### src/verilog/usb_oep_pkg.sv
// Overview of operation
// - Both packet buffers take one shared size, programmed in eight-byte units.
// - Primary buffer base is eleven bits; the programmed byte gives bits ten to three.
// - Low three base address bits are always zero, so buffers sit on eight-byte boundaries.
// - Endpoint is active only while configuration bit 7 is one.
// - Configuration bit 6 selects isochronous traffic; software clears it otherwise.
// - Toggle bit 5 inverts after a good out data packet whose PID matches.
// - Configuration bit 4 at one uses both primary and secondary buffers.
// - With bit 4 at zero only the primary buffer receives packets, unless the endpoint is isochronous.
// - Configuration bits mean different things for isochronous and other endpoints.
// - While stall bit 3 is set, answer STALL, but always accept setup stages.
// - A control write delivering too much data sets stall and raises an interrupt.
// - The packet-received interrupt needs configuration bit 2 at one except on isochronous endpoints; stall and overflow events ignore it.
package usb_oep_pkg;

  // ==========================================================================
  // Register map, one aligned word per register, data in the low byte
  // ==========================================================================
  localparam int unsigned WB_AW = 8;
  localparam logic [7:0] ADDR_BUF_SIZE = 8'h00;
  localparam logic [7:0] ADDR_PRI_BASE = 8'h04;
  localparam logic [7:0] ADDR_CONFIG = 8'h08;
  localparam logic [7:0] ADDR_SEC_BASE = 8'h0C;
  localparam logic [7:0] ADDR_IRQ_STAT = 8'h10;
  localparam logic [7:0] ADDR_IRQ_MASK = 8'h14;

  // Reset values of the software registers.
  localparam logic [7:0] BUF_SIZE_RESET = 8'h00;
  localparam logic [7:0] BASE_RESET = 8'h00;
  localparam logic [7:0] CONFIG_RESET = 8'h00;

  // ==========================================================================
  // Configuration byte fields
  // ==========================================================================
  localparam int unsigned CFG_ON = 7;
  localparam int unsigned CFG_ISO = 6;
  localparam int unsigned CFG_TOGGLE = 5;
  localparam int unsigned CFG_OVERFLOW = 5;
  localparam int unsigned CFG_TWO_BUF = 4;
  localparam int unsigned CFG_STALL = 3;
  localparam int unsigned CFG_IRQ_ON = 2;

  // ==========================================================================
  // Interrupt status and mask layout
  // ==========================================================================
  localparam int unsigned IRQ_W = 3;
  localparam int unsigned IRQ_RX_DONE = 0;
  localparam int unsigned IRQ_AUTO_STALL = 1;
  localparam int unsigned IRQ_OVERFLOW = 2;

  // ==========================================================================
  // Buffer geometry
  // ==========================================================================
  localparam int unsigned ADDR_W = 11;
  localparam int unsigned UNIT_BITS = 3;

  // One received data packet as reported by the serial engine, on mclk.
  typedef struct packed {
    logic done;
    logic setup;
    logic crc_ok;
    logic data1;
    logic ctrl_write;
    logic too_long;
    logic overflow;
  } rx_event_t;

  typedef enum logic [1:0] {
    HS_NONE,
    HS_ACK,
    HS_STALL
  } handshake_t;

  typedef struct packed {
    logic valid;
    handshake_t code;
  } handshake_out_t;

  typedef struct packed {
    logic [ADDR_W-1:0] base;
    logic [ADDR_W-1:0] size;
    logic second;
  } buf_sel_t;

  // Base byte to eleven-bit address with the low bits forced to zero.
  function automatic logic [ADDR_W-1:0] base_addr(input logic [7:0] code);
    base_addr = {code, {UNIT_BITS{1'b0}}};
  endfunction : base_addr

endpackage : usb_oep_pkg
### src/verilog/usb_oep_buf_select.sv
`timescale 1ns/1ns
module usb_oep_buf_select (
  input wire logic mclk,
  input wire logic rst_n,
  input wire logic enable,
  input wire logic two_buf,
  input wire logic advance,
  input wire logic [7:0] size_code,
  input wire logic [7:0] pri_code,
  input wire logic [7:0] sec_code,
  output usb_oep_pkg::buf_sel_t sel
);

  logic second_r;
  logic second_nxt;
  usb_oep_pkg::buf_sel_t sel_r;

  // ==========================================================================
  // Buffer alternation
  // ==========================================================================
  // A disabled endpoint parks on the primary buffer, so enabling restarts there.
  always_comb begin
    second_nxt = second_r;
    if (!enable) begin
      second_nxt = 1'b0;
    end else if (!two_buf) begin
      second_nxt = 1'b0;
    end else if (advance) begin
      second_nxt = ~second_r;
    end
  end

  always_ff @(posedge mclk) begin
    if (!rst_n) begin
      second_r <= 1'b0;
    end else begin
      second_r <= second_nxt;
    end
  end

  // The address and size seen by the buffer manager come from one flop stage.
  always_ff @(posedge mclk) begin
    if (!rst_n) begin
      sel_r <= '0;
    end else begin
      sel_r.second <= second_nxt;
      sel_r.base <= second_nxt ? usb_oep_pkg::base_addr(sec_code)
                               : usb_oep_pkg::base_addr(pri_code);
      sel_r.size <= {size_code, {usb_oep_pkg::UNIT_BITS{1'b0}}};
    end
  end

  assign sel = sel_r;

endmodule : usb_oep_buf_select

### src/verilog/usb_oep_cfg.sv
`timescale 1ns/1ns
module usb_oep_cfg (
  input wire logic mclk,
  input wire logic rst_n,
  // Classic Wishbone slave.
  input wire logic cyc_i,
  input wire logic stb_i,
  input wire logic we_i,
  input wire logic [usb_oep_pkg::WB_AW-1:0] adr_i,
  input wire logic [3:0] sel_i,
  input wire logic [31:0] dat_i,
  output logic [31:0] dat_o,
  output logic ack_o,
  // Received packets from the serial engine, same clock.
  input usb_oep_pkg::rx_event_t rx,
  // Answer to the host and buffer placement for the next packet.
  output usb_oep_pkg::handshake_out_t handshake,
  output usb_oep_pkg::buf_sel_t buf_sel,
  output logic stored,
  output logic active,
  output logic iso_mode,
  output logic irq
);

  // ==========================================================================
  // Declarations
  // ==========================================================================
  logic [7:0] size_r;
  logic [7:0] pri_r;
  logic [7:0] sec_r;
  logic [7:0] cfg_r;
  logic [7:0] cfg_nxt;
  logic ack_r;
  logic [31:0] dat_r;
  usb_oep_pkg::handshake_out_t hs_r;
  usb_oep_pkg::handshake_out_t hs_nxt;
  logic stored_r;
  logic active_r;
  logic iso_r;
  logic take;
  logic wr_lane;
  logic wr_size;
  logic wr_pri;
  logic wr_sec;
  logic wr_cfg;
  logic wr_clr;
  logic wr_mask;
  logic [usb_oep_pkg::IRQ_W-1:0] irq_set;
  logic [usb_oep_pkg::IRQ_W-1:0] irq_status;
  logic [usb_oep_pkg::IRQ_W-1:0] irq_mask;
  logic on;
  logic iso;
  logic stall;
  logic expect1;
  logic advance;
  logic flip_toggle;
  logic set_stall;
  logic set_overflow;
  logic rx_irq;

  // ==========================================================================
  // Wishbone slave
  // ==========================================================================
  // A request is taken on the first edge it is seen; ack follows that edge
  // and drops in the next cycle, so every access takes exactly two cycles with
  // one wait state, and a request held past its ack is taken again once ack drops.
  assign take = cyc_i && stb_i && !ack_r;
  assign wr_lane = take && we_i && sel_i[0];
  assign wr_size = wr_lane && (adr_i == usb_oep_pkg::ADDR_BUF_SIZE);
  assign wr_pri = wr_lane && (adr_i == usb_oep_pkg::ADDR_PRI_BASE);
  assign wr_sec = wr_lane && (adr_i == usb_oep_pkg::ADDR_SEC_BASE);
  assign wr_cfg = wr_lane && (adr_i == usb_oep_pkg::ADDR_CONFIG);
  assign wr_clr = wr_lane && (adr_i == usb_oep_pkg::ADDR_IRQ_STAT);
  assign wr_mask = wr_lane && (adr_i == usb_oep_pkg::ADDR_IRQ_MASK);

  always_ff @(posedge mclk) begin
    if (!rst_n) begin
      ack_r <= 1'b0;
    end else begin
      ack_r <= take;
    end
  end

  // Read data is captured with the request; unmapped words read as zero.
  always_ff @(posedge mclk) begin
    if (!rst_n) begin
      dat_r <= '0;
    end else if (take) begin
      case (adr_i)
        usb_oep_pkg::ADDR_BUF_SIZE: dat_r <= {24'h000000, size_r};
        usb_oep_pkg::ADDR_PRI_BASE: dat_r <= {24'h000000, pri_r};
        usb_oep_pkg::ADDR_SEC_BASE: dat_r <= {24'h000000, sec_r};
        usb_oep_pkg::ADDR_CONFIG: dat_r <= {24'h000000, cfg_r};
        usb_oep_pkg::ADDR_IRQ_STAT: dat_r <= {{(32 - usb_oep_pkg::IRQ_W){1'b0}}, irq_status};
        usb_oep_pkg::ADDR_IRQ_MASK: dat_r <= {{(32 - usb_oep_pkg::IRQ_W){1'b0}}, irq_mask};
        default: dat_r <= '0;
      endcase
    end
  end

  // ==========================================================================
  // Plain software registers
  // ==========================================================================
  // Shared buffer size in eight-byte units.
  always_ff @(posedge mclk) begin
    if (!rst_n) begin
      size_r <= usb_oep_pkg::BUF_SIZE_RESET;
    end else if (wr_size) begin
      size_r <= dat_i[7:0];
    end
  end

  // Primary base, address bits ten to three.
  always_ff @(posedge mclk) begin
    if (!rst_n) begin
      pri_r <= usb_oep_pkg::BASE_RESET;
    end else if (wr_pri) begin
      pri_r <= dat_i[7:0];
    end
  end

  // Secondary base, same layout as the primary one.
  always_ff @(posedge mclk) begin
    if (!rst_n) begin
      sec_r <= usb_oep_pkg::BASE_RESET;
    end else if (wr_sec) begin
      sec_r <= dat_i[7:0];
    end
  end

  // ==========================================================================
  // Packet decision
  // ==========================================================================
  assign on = cfg_r[usb_oep_pkg::CFG_ON];
  assign iso = cfg_r[usb_oep_pkg::CFG_ISO];
  assign stall = cfg_r[usb_oep_pkg::CFG_STALL];
  assign expect1 = cfg_r[usb_oep_pkg::CFG_TOGGLE];

  // Decides the handshake and side effects of one finished data packet.
  // Isochronous traffic never gets a handshake and bits 5..0 are then
  // overflow and bytes-per-sample, so toggle and stall are left alone.
  always_comb begin
    hs_nxt = '0;
    advance = 1'b0;
    flip_toggle = 1'b0;
    set_stall = 1'b0;
    set_overflow = 1'b0;
    if (rx.done && on) begin
      if (iso) begin
        if (rx.overflow) begin
          set_overflow = 1'b1;
        end else if (rx.crc_ok) begin
          advance = 1'b1;
        end
      end else if (stall && !rx.setup) begin
        hs_nxt.valid = 1'b1;
        hs_nxt.code = usb_oep_pkg::HS_STALL;
      end else if (rx.ctrl_write && rx.too_long && !rx.setup) begin
        hs_nxt.valid = 1'b1;
        hs_nxt.code = usb_oep_pkg::HS_STALL;
        set_stall = 1'b1;
      end else if (rx.crc_ok) begin
        hs_nxt.valid = 1'b1;
        hs_nxt.code = usb_oep_pkg::HS_ACK;
        if (rx.setup) begin
          advance = 1'b1;
        end else if (rx.data1 == expect1) begin
          advance = 1'b1;
          flip_toggle = 1'b1;
        end
      end
    end
  end

  // ==========================================================================
  // Configuration byte, written by software and updated by hardware
  // ==========================================================================
  // Hardware updates land on top of a same-cycle software write, so a stall
  // the hardware raises or a toggle it owes is never overwritten.
  always_comb begin
    cfg_nxt = wr_cfg ? dat_i[7:0] : cfg_r;
    if (flip_toggle) begin
      cfg_nxt[usb_oep_pkg::CFG_TOGGLE] = ~cfg_nxt[usb_oep_pkg::CFG_TOGGLE];
    end
    if (set_stall) begin
      cfg_nxt[usb_oep_pkg::CFG_STALL] = 1'b1;
    end
    if (set_overflow) begin
      cfg_nxt[usb_oep_pkg::CFG_OVERFLOW] = 1'b1;
    end
  end

  always_ff @(posedge mclk) begin
    if (!rst_n) begin
      cfg_r <= usb_oep_pkg::CONFIG_RESET;
    end else begin
      cfg_r <= cfg_nxt;
    end
  end

  // ==========================================================================
  // Handshake and status outputs
  // ==========================================================================
  // One-cycle pulses, one edge after the packet's done strobe.
  always_ff @(posedge mclk) begin
    if (!rst_n) begin
      hs_r <= '0;
      stored_r <= 1'b0;
    end else begin
      hs_r <= hs_nxt;
      stored_r <= advance;
    end
  end

  // Level copies of the mode, so the engine sees flop outputs only.
  always_ff @(posedge mclk) begin
    if (!rst_n) begin
      active_r <= 1'b0;
      iso_r <= 1'b0;
    end else begin
      active_r <= cfg_nxt[usb_oep_pkg::CFG_ON];
      iso_r <= cfg_nxt[usb_oep_pkg::CFG_ISO];
    end
  end

  // ==========================================================================
  // Buffer selection
  // ==========================================================================
  // Isochronous layout has no double-buffer bit, so it always ping-pongs.
  usb_oep_buf_select u_buf_select (
    .mclk(mclk),
    .rst_n(rst_n),
    .enable(cfg_nxt[usb_oep_pkg::CFG_ON]),
    .two_buf(cfg_nxt[usb_oep_pkg::CFG_TWO_BUF] || cfg_nxt[usb_oep_pkg::CFG_ISO]),
    .advance(advance),
    .size_code(wr_size ? dat_i[7:0] : size_r),
    .pri_code(wr_pri ? dat_i[7:0] : pri_r),
    .sec_code(wr_sec ? dat_i[7:0] : sec_r),
    .sel(buf_sel)
  );

  // ==========================================================================
  // Interrupts
  // ==========================================================================
  // Packet-received events count while the endpoint's interrupt enable bit 2 is on, and always on an isochronous endpoint;
  // the automatic stall is always reported because firmware must see it.
  assign rx_irq = advance && (iso || cfg_r[usb_oep_pkg::CFG_IRQ_ON]);

  always_comb begin
    irq_set = '0;
    irq_set[usb_oep_pkg::IRQ_RX_DONE] = rx_irq;
    irq_set[usb_oep_pkg::IRQ_AUTO_STALL] = set_stall;
    irq_set[usb_oep_pkg::IRQ_OVERFLOW] = set_overflow;
  end

  usb_oep_irq #(
    .W(usb_oep_pkg::IRQ_W)
  ) u_irq (
    .mclk(mclk),
    .rst_n(rst_n),
    .set(irq_set),
    .clr_wr(wr_clr),
    .mask_wr(wr_mask),
    .wr_data(dat_i[usb_oep_pkg::IRQ_W-1:0]),
    .status(irq_status),
    .mask(irq_mask),
    .irq(irq)
  );

  assign dat_o = dat_r;
  assign ack_o = ack_r;
  assign handshake = hs_r;
  assign stored = stored_r;
  assign active = active_r;
  assign iso_mode = iso_r;

endmodule : usb_oep_cfg

### src/verilog/usb_oep_irq.sv
`timescale 1ns/1ns
module usb_oep_irq #(
  parameter int unsigned W = 3
) (
  input wire logic mclk,
  input wire logic rst_n,
  input wire logic [W-1:0] set,
  input wire logic clr_wr,
  input wire logic mask_wr,
  input wire logic [W-1:0] wr_data,
  output logic [W-1:0] status,
  output logic [W-1:0] mask,
  output logic irq
);

  logic [W-1:0] status_r;
  logic [W-1:0] status_nxt;
  logic [W-1:0] mask_r;
  logic irq_r;

  // ==========================================================================
  // Sticky status, write one to clear
  // ==========================================================================
  // A set in the clearing cycle wins, so no event is lost to a racing clear.
  always_comb begin
    status_nxt = status_r;
    if (clr_wr) begin
      status_nxt = status_nxt & ~wr_data;
    end
    status_nxt = status_nxt | set;
  end

  always_ff @(posedge mclk) begin
    if (!rst_n) begin
      status_r <= '0;
    end else begin
      status_r <= status_nxt;
    end
  end

  always_ff @(posedge mclk) begin
    if (!rst_n) begin
      mask_r <= '0;
    end else if (mask_wr) begin
      mask_r <= wr_data;
    end
  end

  // Level output, one cycle behind the status it reflects.
  always_ff @(posedge mclk) begin
    if (!rst_n) begin
      irq_r <= 1'b0;
    end else begin
      irq_r <= |(status_r & mask_r);
    end
  end

  assign status = status_r;
  assign mask = mask_r;
  assign irq = irq_r;

endmodule : usb_oep_irq

### config.mk
export PLATFORM = sky130hd
export DESIGN_NAME = usb_oep_cfg
export DESIGN_NICKNAME = d
export VERILOG_FILES = /design/src/verilog/usb_oep_pkg.sv /design/src/verilog/usb_oep_buf_select.sv /design/src/verilog/usb_oep_cfg.sv /design/src/verilog/usb_oep_irq.sv
export SDC_FILE = /design/constraint.sdc
export NUM_CORES = 1
export LEC_CHECK = 0
export BUFFER_PORTS_ARGS = -buffer_cell sky130_fd_sc_hd__buf_2
export CORE_MARGIN = 8
export CORE_UTILIZATION = 33
export DETAILED_ROUTE_END_ITERATION = 8
export GPL_TIMING_DRIVEN = 0
export HOLD_SLACK_MARGIN = 0.03
export PLACE_DENSITY = 0.69
export SYNTH_ARGS = -nofsm -noshare
export SYNTH_HDL_FRONTEND = slang
export SYNTH_SLANG_ARGS = --single-unit
### constraint.sdc
create_clock -name mclk -period 2.09 [get_ports mclk]
set_clock_uncertainty 0.2 [all_clocks]
set_input_delay 0.209 -clock mclk [delete_from_list [all_inputs] [get_ports mclk]]
set_output_delay 0.209 -clock mclk [all_outputs]
set_load 0.02 [all_outputs]
==> out/results.tsv, run 1 <==
metric	value	unit
htree depth	3	
final std cells w/o fill	568	
Startpoint Class	flop	
via density per instance	4.900	
Post-Place Cells	529	
setup TNS	0	ns
DRT Wirelength	9.106	mm
core area	9196	um2
achievable frequency	495.2	MHz
pin count of the biggest net entering global routing	12	
initial drt markers	151	
Max stage delay on crit path	0.38	ns
main combinational cell family by area after synthesis	simple AND/OR/NAND/NOR gates	
Hold Path Class	input port to flop	
DP Area	3654	um2
Logic pwr share	0.104	
diodes inserted	0	
layout cell share with drive strength beyond 1	0.3435	
Adder-Cell Fraction of Synth Area	0	
Rel. slew slack	0.5941	
Max VDD drop	0.0003133	V
number of global-route vias before repair	2757	
crit path time final	2.019	ns
first-pass GRT wire length	14.23	mm
CP delay by family, top	simple AND/OR/NAND/NOR gates	
routability cong.	0.8699	
commonest non-fill, non-tap cell in the layout	buf_2	
Req. time, crit path	2.13	ns
grt ovf	0	
clock share of power	0.444	
Max Slew Vio Count	0	
Synth Area in Simple Gates	0.1943	
Cell Chain, Critical Path	and3b_1 > buf_6 > nand4_1 > nor4b_4 > o21ai_4 > mux2_4	
mux contribution to synthesized area	0.1540	
Worst path slowest cell	nor4b_4	
I/O Pins	119	
Switch Pwr	0.6395	mW
CTS tree	built	
initial antenna violation count	0	
Die Area	12770	um2
flip-flop and latch count after synthesis	61	
EDFF count, synth	0	
Tot GR Track Use	0.1414	
Tcrit/Tclk final	0.9662	
status	completed	
dpl ws	-0.06920	ns
sequential power share	0.452	
Fin. Hold Viols	0	
estimated wirelength of the detail-placed design	6.823	mm
cts bufs inserted	9	
Die H	113.0	um
Layout Nets	508	
switching part of the total	0.2486	
mapped cell area	3104	um2
RSZ-0062 raised after global routing	yes	
drt pass-1 iters	4	
final setup violation count	0	
Max Cap Viol	0	
chip width	113.0	um
Critical Path AT	2.06	ns
port buffer count	60	
YS warnings	0	
synth unique cells	56	
Root Driver	clkbuf_8	
Cells after Synth	329	
worst-path maximum fanout	7	
sequential cell area fraction in the yosys report	0.3934	
Mean Syn Cell Area	9.435	um2
pwr dens	624.2	nW/um2
ys flop type	dfxtp_1	
Crit Path Class	flop to flop	
Crit path buffers/inverters	1	
DRC	0	
FP Rows	35	
endpoint type of the worst setup path	flop	
commonest cells after routing, fill and taps aside	buf_2, dfxtp_1, buf_4, nor2_1, conb_1	
leak pwr	2.058	nW
area grow syn2layout	32.77	%
PnR worst setup slack	0.07064	ns
internal power	1.933	mW
Synth Area in XOR/XNOR	0.002821	
Clock Latency Late Sink	0.35	ns
Avg WL per Cell	16.03	um
worst-case clock buffer depth	2	
DRT antenna net count	0	
Starting Density	0.3376	
Post-synth ARST share	0	
final core occ	0.4482	
via count	2783	
Synth Area in Compound Gates	0.1245	
worst slew pin tran	0.6088	ns
post-route cell area	4121	um2
clk slew on worst S/H paths	0.07	ns
CTS sink cnt	61	
==> flip-flops by register name, summed over array words and instances (netlist names), 3 cells and up <==
signal	cells
cfg_r	8
dat_o	8
handshake	3
pri_r	8
sec_r	8
u_buf_select.sel	16
u_irq.mask	3
u_irq.status	3
==> worst reg2reg max path, stage by stage, from the launching register on <==
cell and delay, ns:
dfxtp_2 0.32, and3b_1 0.21, buf_6 0.13, nand4_1 0.20, nor4b_4 0.38, o21ai_4 0.15, mux2_4 0.32
==> cell type report <==
class | instances | area, um2
Tap cell | 111 | 138.9
Multi-Input combinational cell | 228 | 1620
Buffer | 49 | 339.1
Clock buffer | 9 | 123.9
Timing Repair Buffer | 83 | 505.5
Sequential cell | 61 | 1229
Clock inverter | 7 | 90.09
Fill cell | 876 | 5075
Inverter | 20 | 75.07
==> kinds of logic (layout without fill, tap and decap cells) <==
logic type | after synthesis | in the layout
xor gates and xnor gates | 1 | 1
and+or+nand+nor | 104 | 104
other | 1 | 30
buffers and inverters | 69 | 168
AOI/OAI and AO/OA | 57 | 57
DFF | 61 | 61
muxes | 36 | 36
==> final timing paths <==
path            start                    to  slack [ns]  cells after the start
min             rx[6]          handshake[0]        0.11                      4
min reg2reg  dat_o[2]              dat_o[2]        0.30                      2
max             ack_o  u_buf_select.sel[16]        0.07                      6
max reg2reg     ack_o  u_buf_select.sel[16]        0.07                      6
==> synthesized netlist by cell type, drive strengths merged, types with 2 or more instances <==
library cell  count  area, um2
a22oi             7      52.55
and3              7      43.79
dfxtp            61       1221
a31oi             7      43.79
a21oi             7      35.03
nand3             7      45.04
mux2i            26      267.8
nor2             34      127.6
o21a              4      30.03
mux2              2      30.03
nand3b            2      27.53
o21bai            2      15.01
nand4             3      33.78
clkbuf            9      33.78
inv              20      75.07
o21ai            13      76.32
nor3             12      87.58
mux4              8      180.2
nor4              8      50.05
a21boi            8      60.06
nand2b            2      12.51
nand2            16      62.56
or4               2      18.77
buf              40      294.0
and2              3      20.02
or3               3      18.77
o22ai             2      12.51
==> metrics by stage <==
| step | hold WS, ns | power (mW) |
|---|---|---|
| floorplan | 0.09767 | 1.357 |
| global placement | 0.2468 | 1.427 |
| detailed placement | 0.2495 | 1.429 |
| CTS | 0.07665 | 2.574 |
| global route | 0.1258 | 2.662 |
| finish | 0.1126 | 2.573 |
==> per-layer routing <==
layer / global-route usage / vias to the layer above / wire length [um]
li1: - / 1346 / -
met1: 0.1589 / 1311 / 3770
met2: 0.2374 / 107 / 4444
met3: 0.04899 / 19 / 668
met4: 0.06306 / 0 / 222
met5: 0 / - / 0
==> what timing repair did <==
action / 4_1_cts / 5_1_grt
setup endpoints to repair: 2 / 18
gates resized for setup: 4 / 11
endpoints found under the hold margin: 22 / 0
setup buffers: 4 / 7
hold buffers: 13 / 0
pin swaps: 4 / 5
cloned: 0 / 0
==> power by group through the flow <==
stage                     registers, mW  logic, mW  clock network, mW
after floorplan                    1.19      0.163                  0
after global placement             1.19      0.235                  0
after detailed placement           1.19      0.237                  0
after CTS                          1.16      0.256               1.15
after global routing               1.16      0.287               1.21
final                              1.16      0.268               1.14
No activity file was read; power rests on OpenSTA's default activity.
==> run 2, diff against run 1 <==
==> constraint.sdc (replaced) <==
create_clock -name mclk -period 2.09 [get_ports mclk]
set_clock_uncertainty 0.2 [all_clocks]
set_input_delay 0.209 -clock mclk [delete_from_list [all_inputs] [get_ports mclk]]
set_output_delay 0.209 -clock mclk [all_outputs]
set_load 0.1 [all_outputs]
==> run 2 against run 1 <==
  * Critical endpoint unchanged
  * Sequential power about the same
  * Largest power group unchanged
  * Largest cell class unchanged
  * Die area unchanged
  * Global-route usage down 0.61 points
==> out/results.tsv, run 2 (same netlist as run 1, synthesis figures left out) <==
metric	value	unit	change
Layout Nets	507		-0.20%
core area	9196	um2	unchanged
worst-path maximum fanout	10		+3
Die H	113.0	um	unchanged
Critical Path AT	2.12	ns	+0.06 ns
Worst path slowest cell	or4_4		
Die Area	12770	um2	unchanged
Root Driver	clkbuf_8		
via density per instance	4.901		about the same
Rel. slew slack	0.5837		-0.01048
layout cell share with drive strength beyond 1	0.3465		+0.002946
Max VDD drop	0.0002709	V	-14%
max reg flops	16		unchanged
worst-case clock buffer depth	2		unchanged
M1 GR Usage	0.1556		-0.003290
pwr dens	647.1	nW/um2	+3.7%
area grow syn2layout	33.70	%	
final setup violation count	0		unchanged
met2 usage	0.2243		-0.01317
routability cong.	0.8674		-0.29%
Fin. Hold Viols	0		unchanged
crit path time final	2.083	ns	+0.06332 ns
initial drt markers	291		+93%
post-route cell area	4150	um2	+0.70%
achievable frequency	480.2	MHz	-3.0%
drt pass-1 iters	5		+1
Crit Path Class	flop to flop		
Clock Latency Late Sink	0.35	ns	about the same
met3 usage	0.04473		-0.004260
commonest non-fill, non-tap cell in the layout	buf_2		
Tcrit/Tclk final	0.9965		+0.03030
status	completed		
Top Usage Layer GRT	met2		
minimum hold slack	0.07910	ns	-0.03352 ns
DRT Wirelength	8.852	mm	-2.8%
Max Slew Vio Count	0		unchanged
diodes inserted	0		unchanged
worst slew pin tran	0.6245	ns	+0.01571 ns
estimated wirelength of the detail-placed design	6.657	mm	-2.4%
first-pass GRT wire length	13.66	mm	-4.1%
pin count of the biggest net entering global routing	16		+4
Post-Place Cells	529		unchanged
Max stage delay on crit path	0.50	ns	+0.12 ns
Tot GR Track Use	0.1353		-0.006108
FP Rows	35		unchanged
via count	2779		-0.14%
Worst Setup SP	cfg_r[6]		
CTS tree	built		
htree depth	3		unchanged
DRC	0		unchanged
commonest cells after routing, fill and taps aside	buf_2, dfxtp_1, buf_4, nor2_1, conb_1		
I/O Pins	119		unchanged
cts bufs inserted	9		unchanged
Starting Density	0.3376		unchanged
CTS sink cnt	61		unchanged
Hold Path Origin	rx[1]		
Hold Path Class	input port to flop		
initial antenna violation count	0		unchanged
Avg WL per Cell	15.61	um	-2.6%
Max Cap Viol	0		unchanged
RSZ-0062 raised after global routing	yes		
DRT antenna net count	0		unchanged
chip width	113.0	um	unchanged
number of global-route vias before repair	2656		-3.7%
Req. time, crit path	2.12	ns	about the same
port buffer count	60		unchanged
grt ovf	0		unchanged
endpoint type of the worst setup path	flop		
Startpoint Class	flop		
final std cells w/o fill	567		-0.18%
leak pwr	2.058	nW	about the same
DP Area	3697	um2	+1.2%
Cell Chain, Critical Path	buf_6 > and2_1 > or4_4 > nand4_4 > o21ai_4 > buf_12 > mux2_4		
RR Startpoint	cfg_r[6]		
clk slew on worst S/H paths	0.07	ns	about the same
## run 2: cell count changes in the layout (fill, tap and decap cells not counted), moves of 2 or more
cell and delta:
clkinv_4 +2, buf_6 +2, buf_4 -4, clkinvlp_4 -2, dfxtp_4 +2, buf_12 +2, dfxtp_2 -2
## run 2: per-layer routing
layer / part of all wire / up-vias
met2: 0.47 / 153
met5: 0 / -
li1: - / 1349
met4: 0.021 / 0
met3: 0.099 / 19
met1: 0.41 / 1258
## run 2: cell type report
class | count | area, um2
flip-flops and latches | 61 | 1234
well taps | 111 | 138.9
clock buffers | 10 | 137.6
multi-input cells | 228 | 1630
fillers | 874 | 5046
clock inverters | 6 | 62.56
plain buffers | 48 | 342.8
repair buffers | 83 | 529.3
inverters | 20 | 75.07
## run 2: path summary, 6_finish.rpt
kind	cells after the start	slack, ns	endpoint
max	7	0.007	u_buf_select.sel[16]
min	4	0.08	handshake[0]
max reg2reg	7	0.007	u_buf_select.sel[16]
min reg2reg	2	0.29	dat_o[2]
## run 2: repair_timing
item / CTS / global route
resized for setup: 0 / 9
endpoints found under the hold margin: 20 / 0
endpoints found under the setup margin: 4 / 9
pin swaps: 2 / 4
hold buffers: 13 / 0
setup buffers: 3 / 7
cloned: 0 / 0
## run 2: per-stage QoR
stage                     setup TNS [ns]    util  setup slack (ns)  power [mW]
after global routing            -0.06508  0.4513          -0.03289       2.764
after floorplan                 -0.02287       -          -0.01144       1.555
after global placement           -0.7915  0.4020           -0.1029       1.625
after detailed placement          -1.214  0.4020           -0.1148       1.627
final                                  0  0.4513          0.007317       2.686
after CTS                              0  0.4400          0.002250       2.688
## run 2: report_power, final
part / switching [mW] / internal [mW]
clock network: 0.479 / 0.580
logic: 0.359 / 0.106
registers: 0.000888 / 1.16
total: 0.839 / 1.85
## run 2: critical path, delay by kind of cell, from the launching register on
| kind | cells | cell delay (ns) |
|---|---|---|
| AND/OR/NAND/NOR | 3 | 0.78 |
| AO/OA/AOI/OAI | 1 | 0.07 |
| flip-flops | 1 | 0.35 |
| multiplexers | 1 | 0.29 |
| buffers and inverters | 2 | 0.28 |
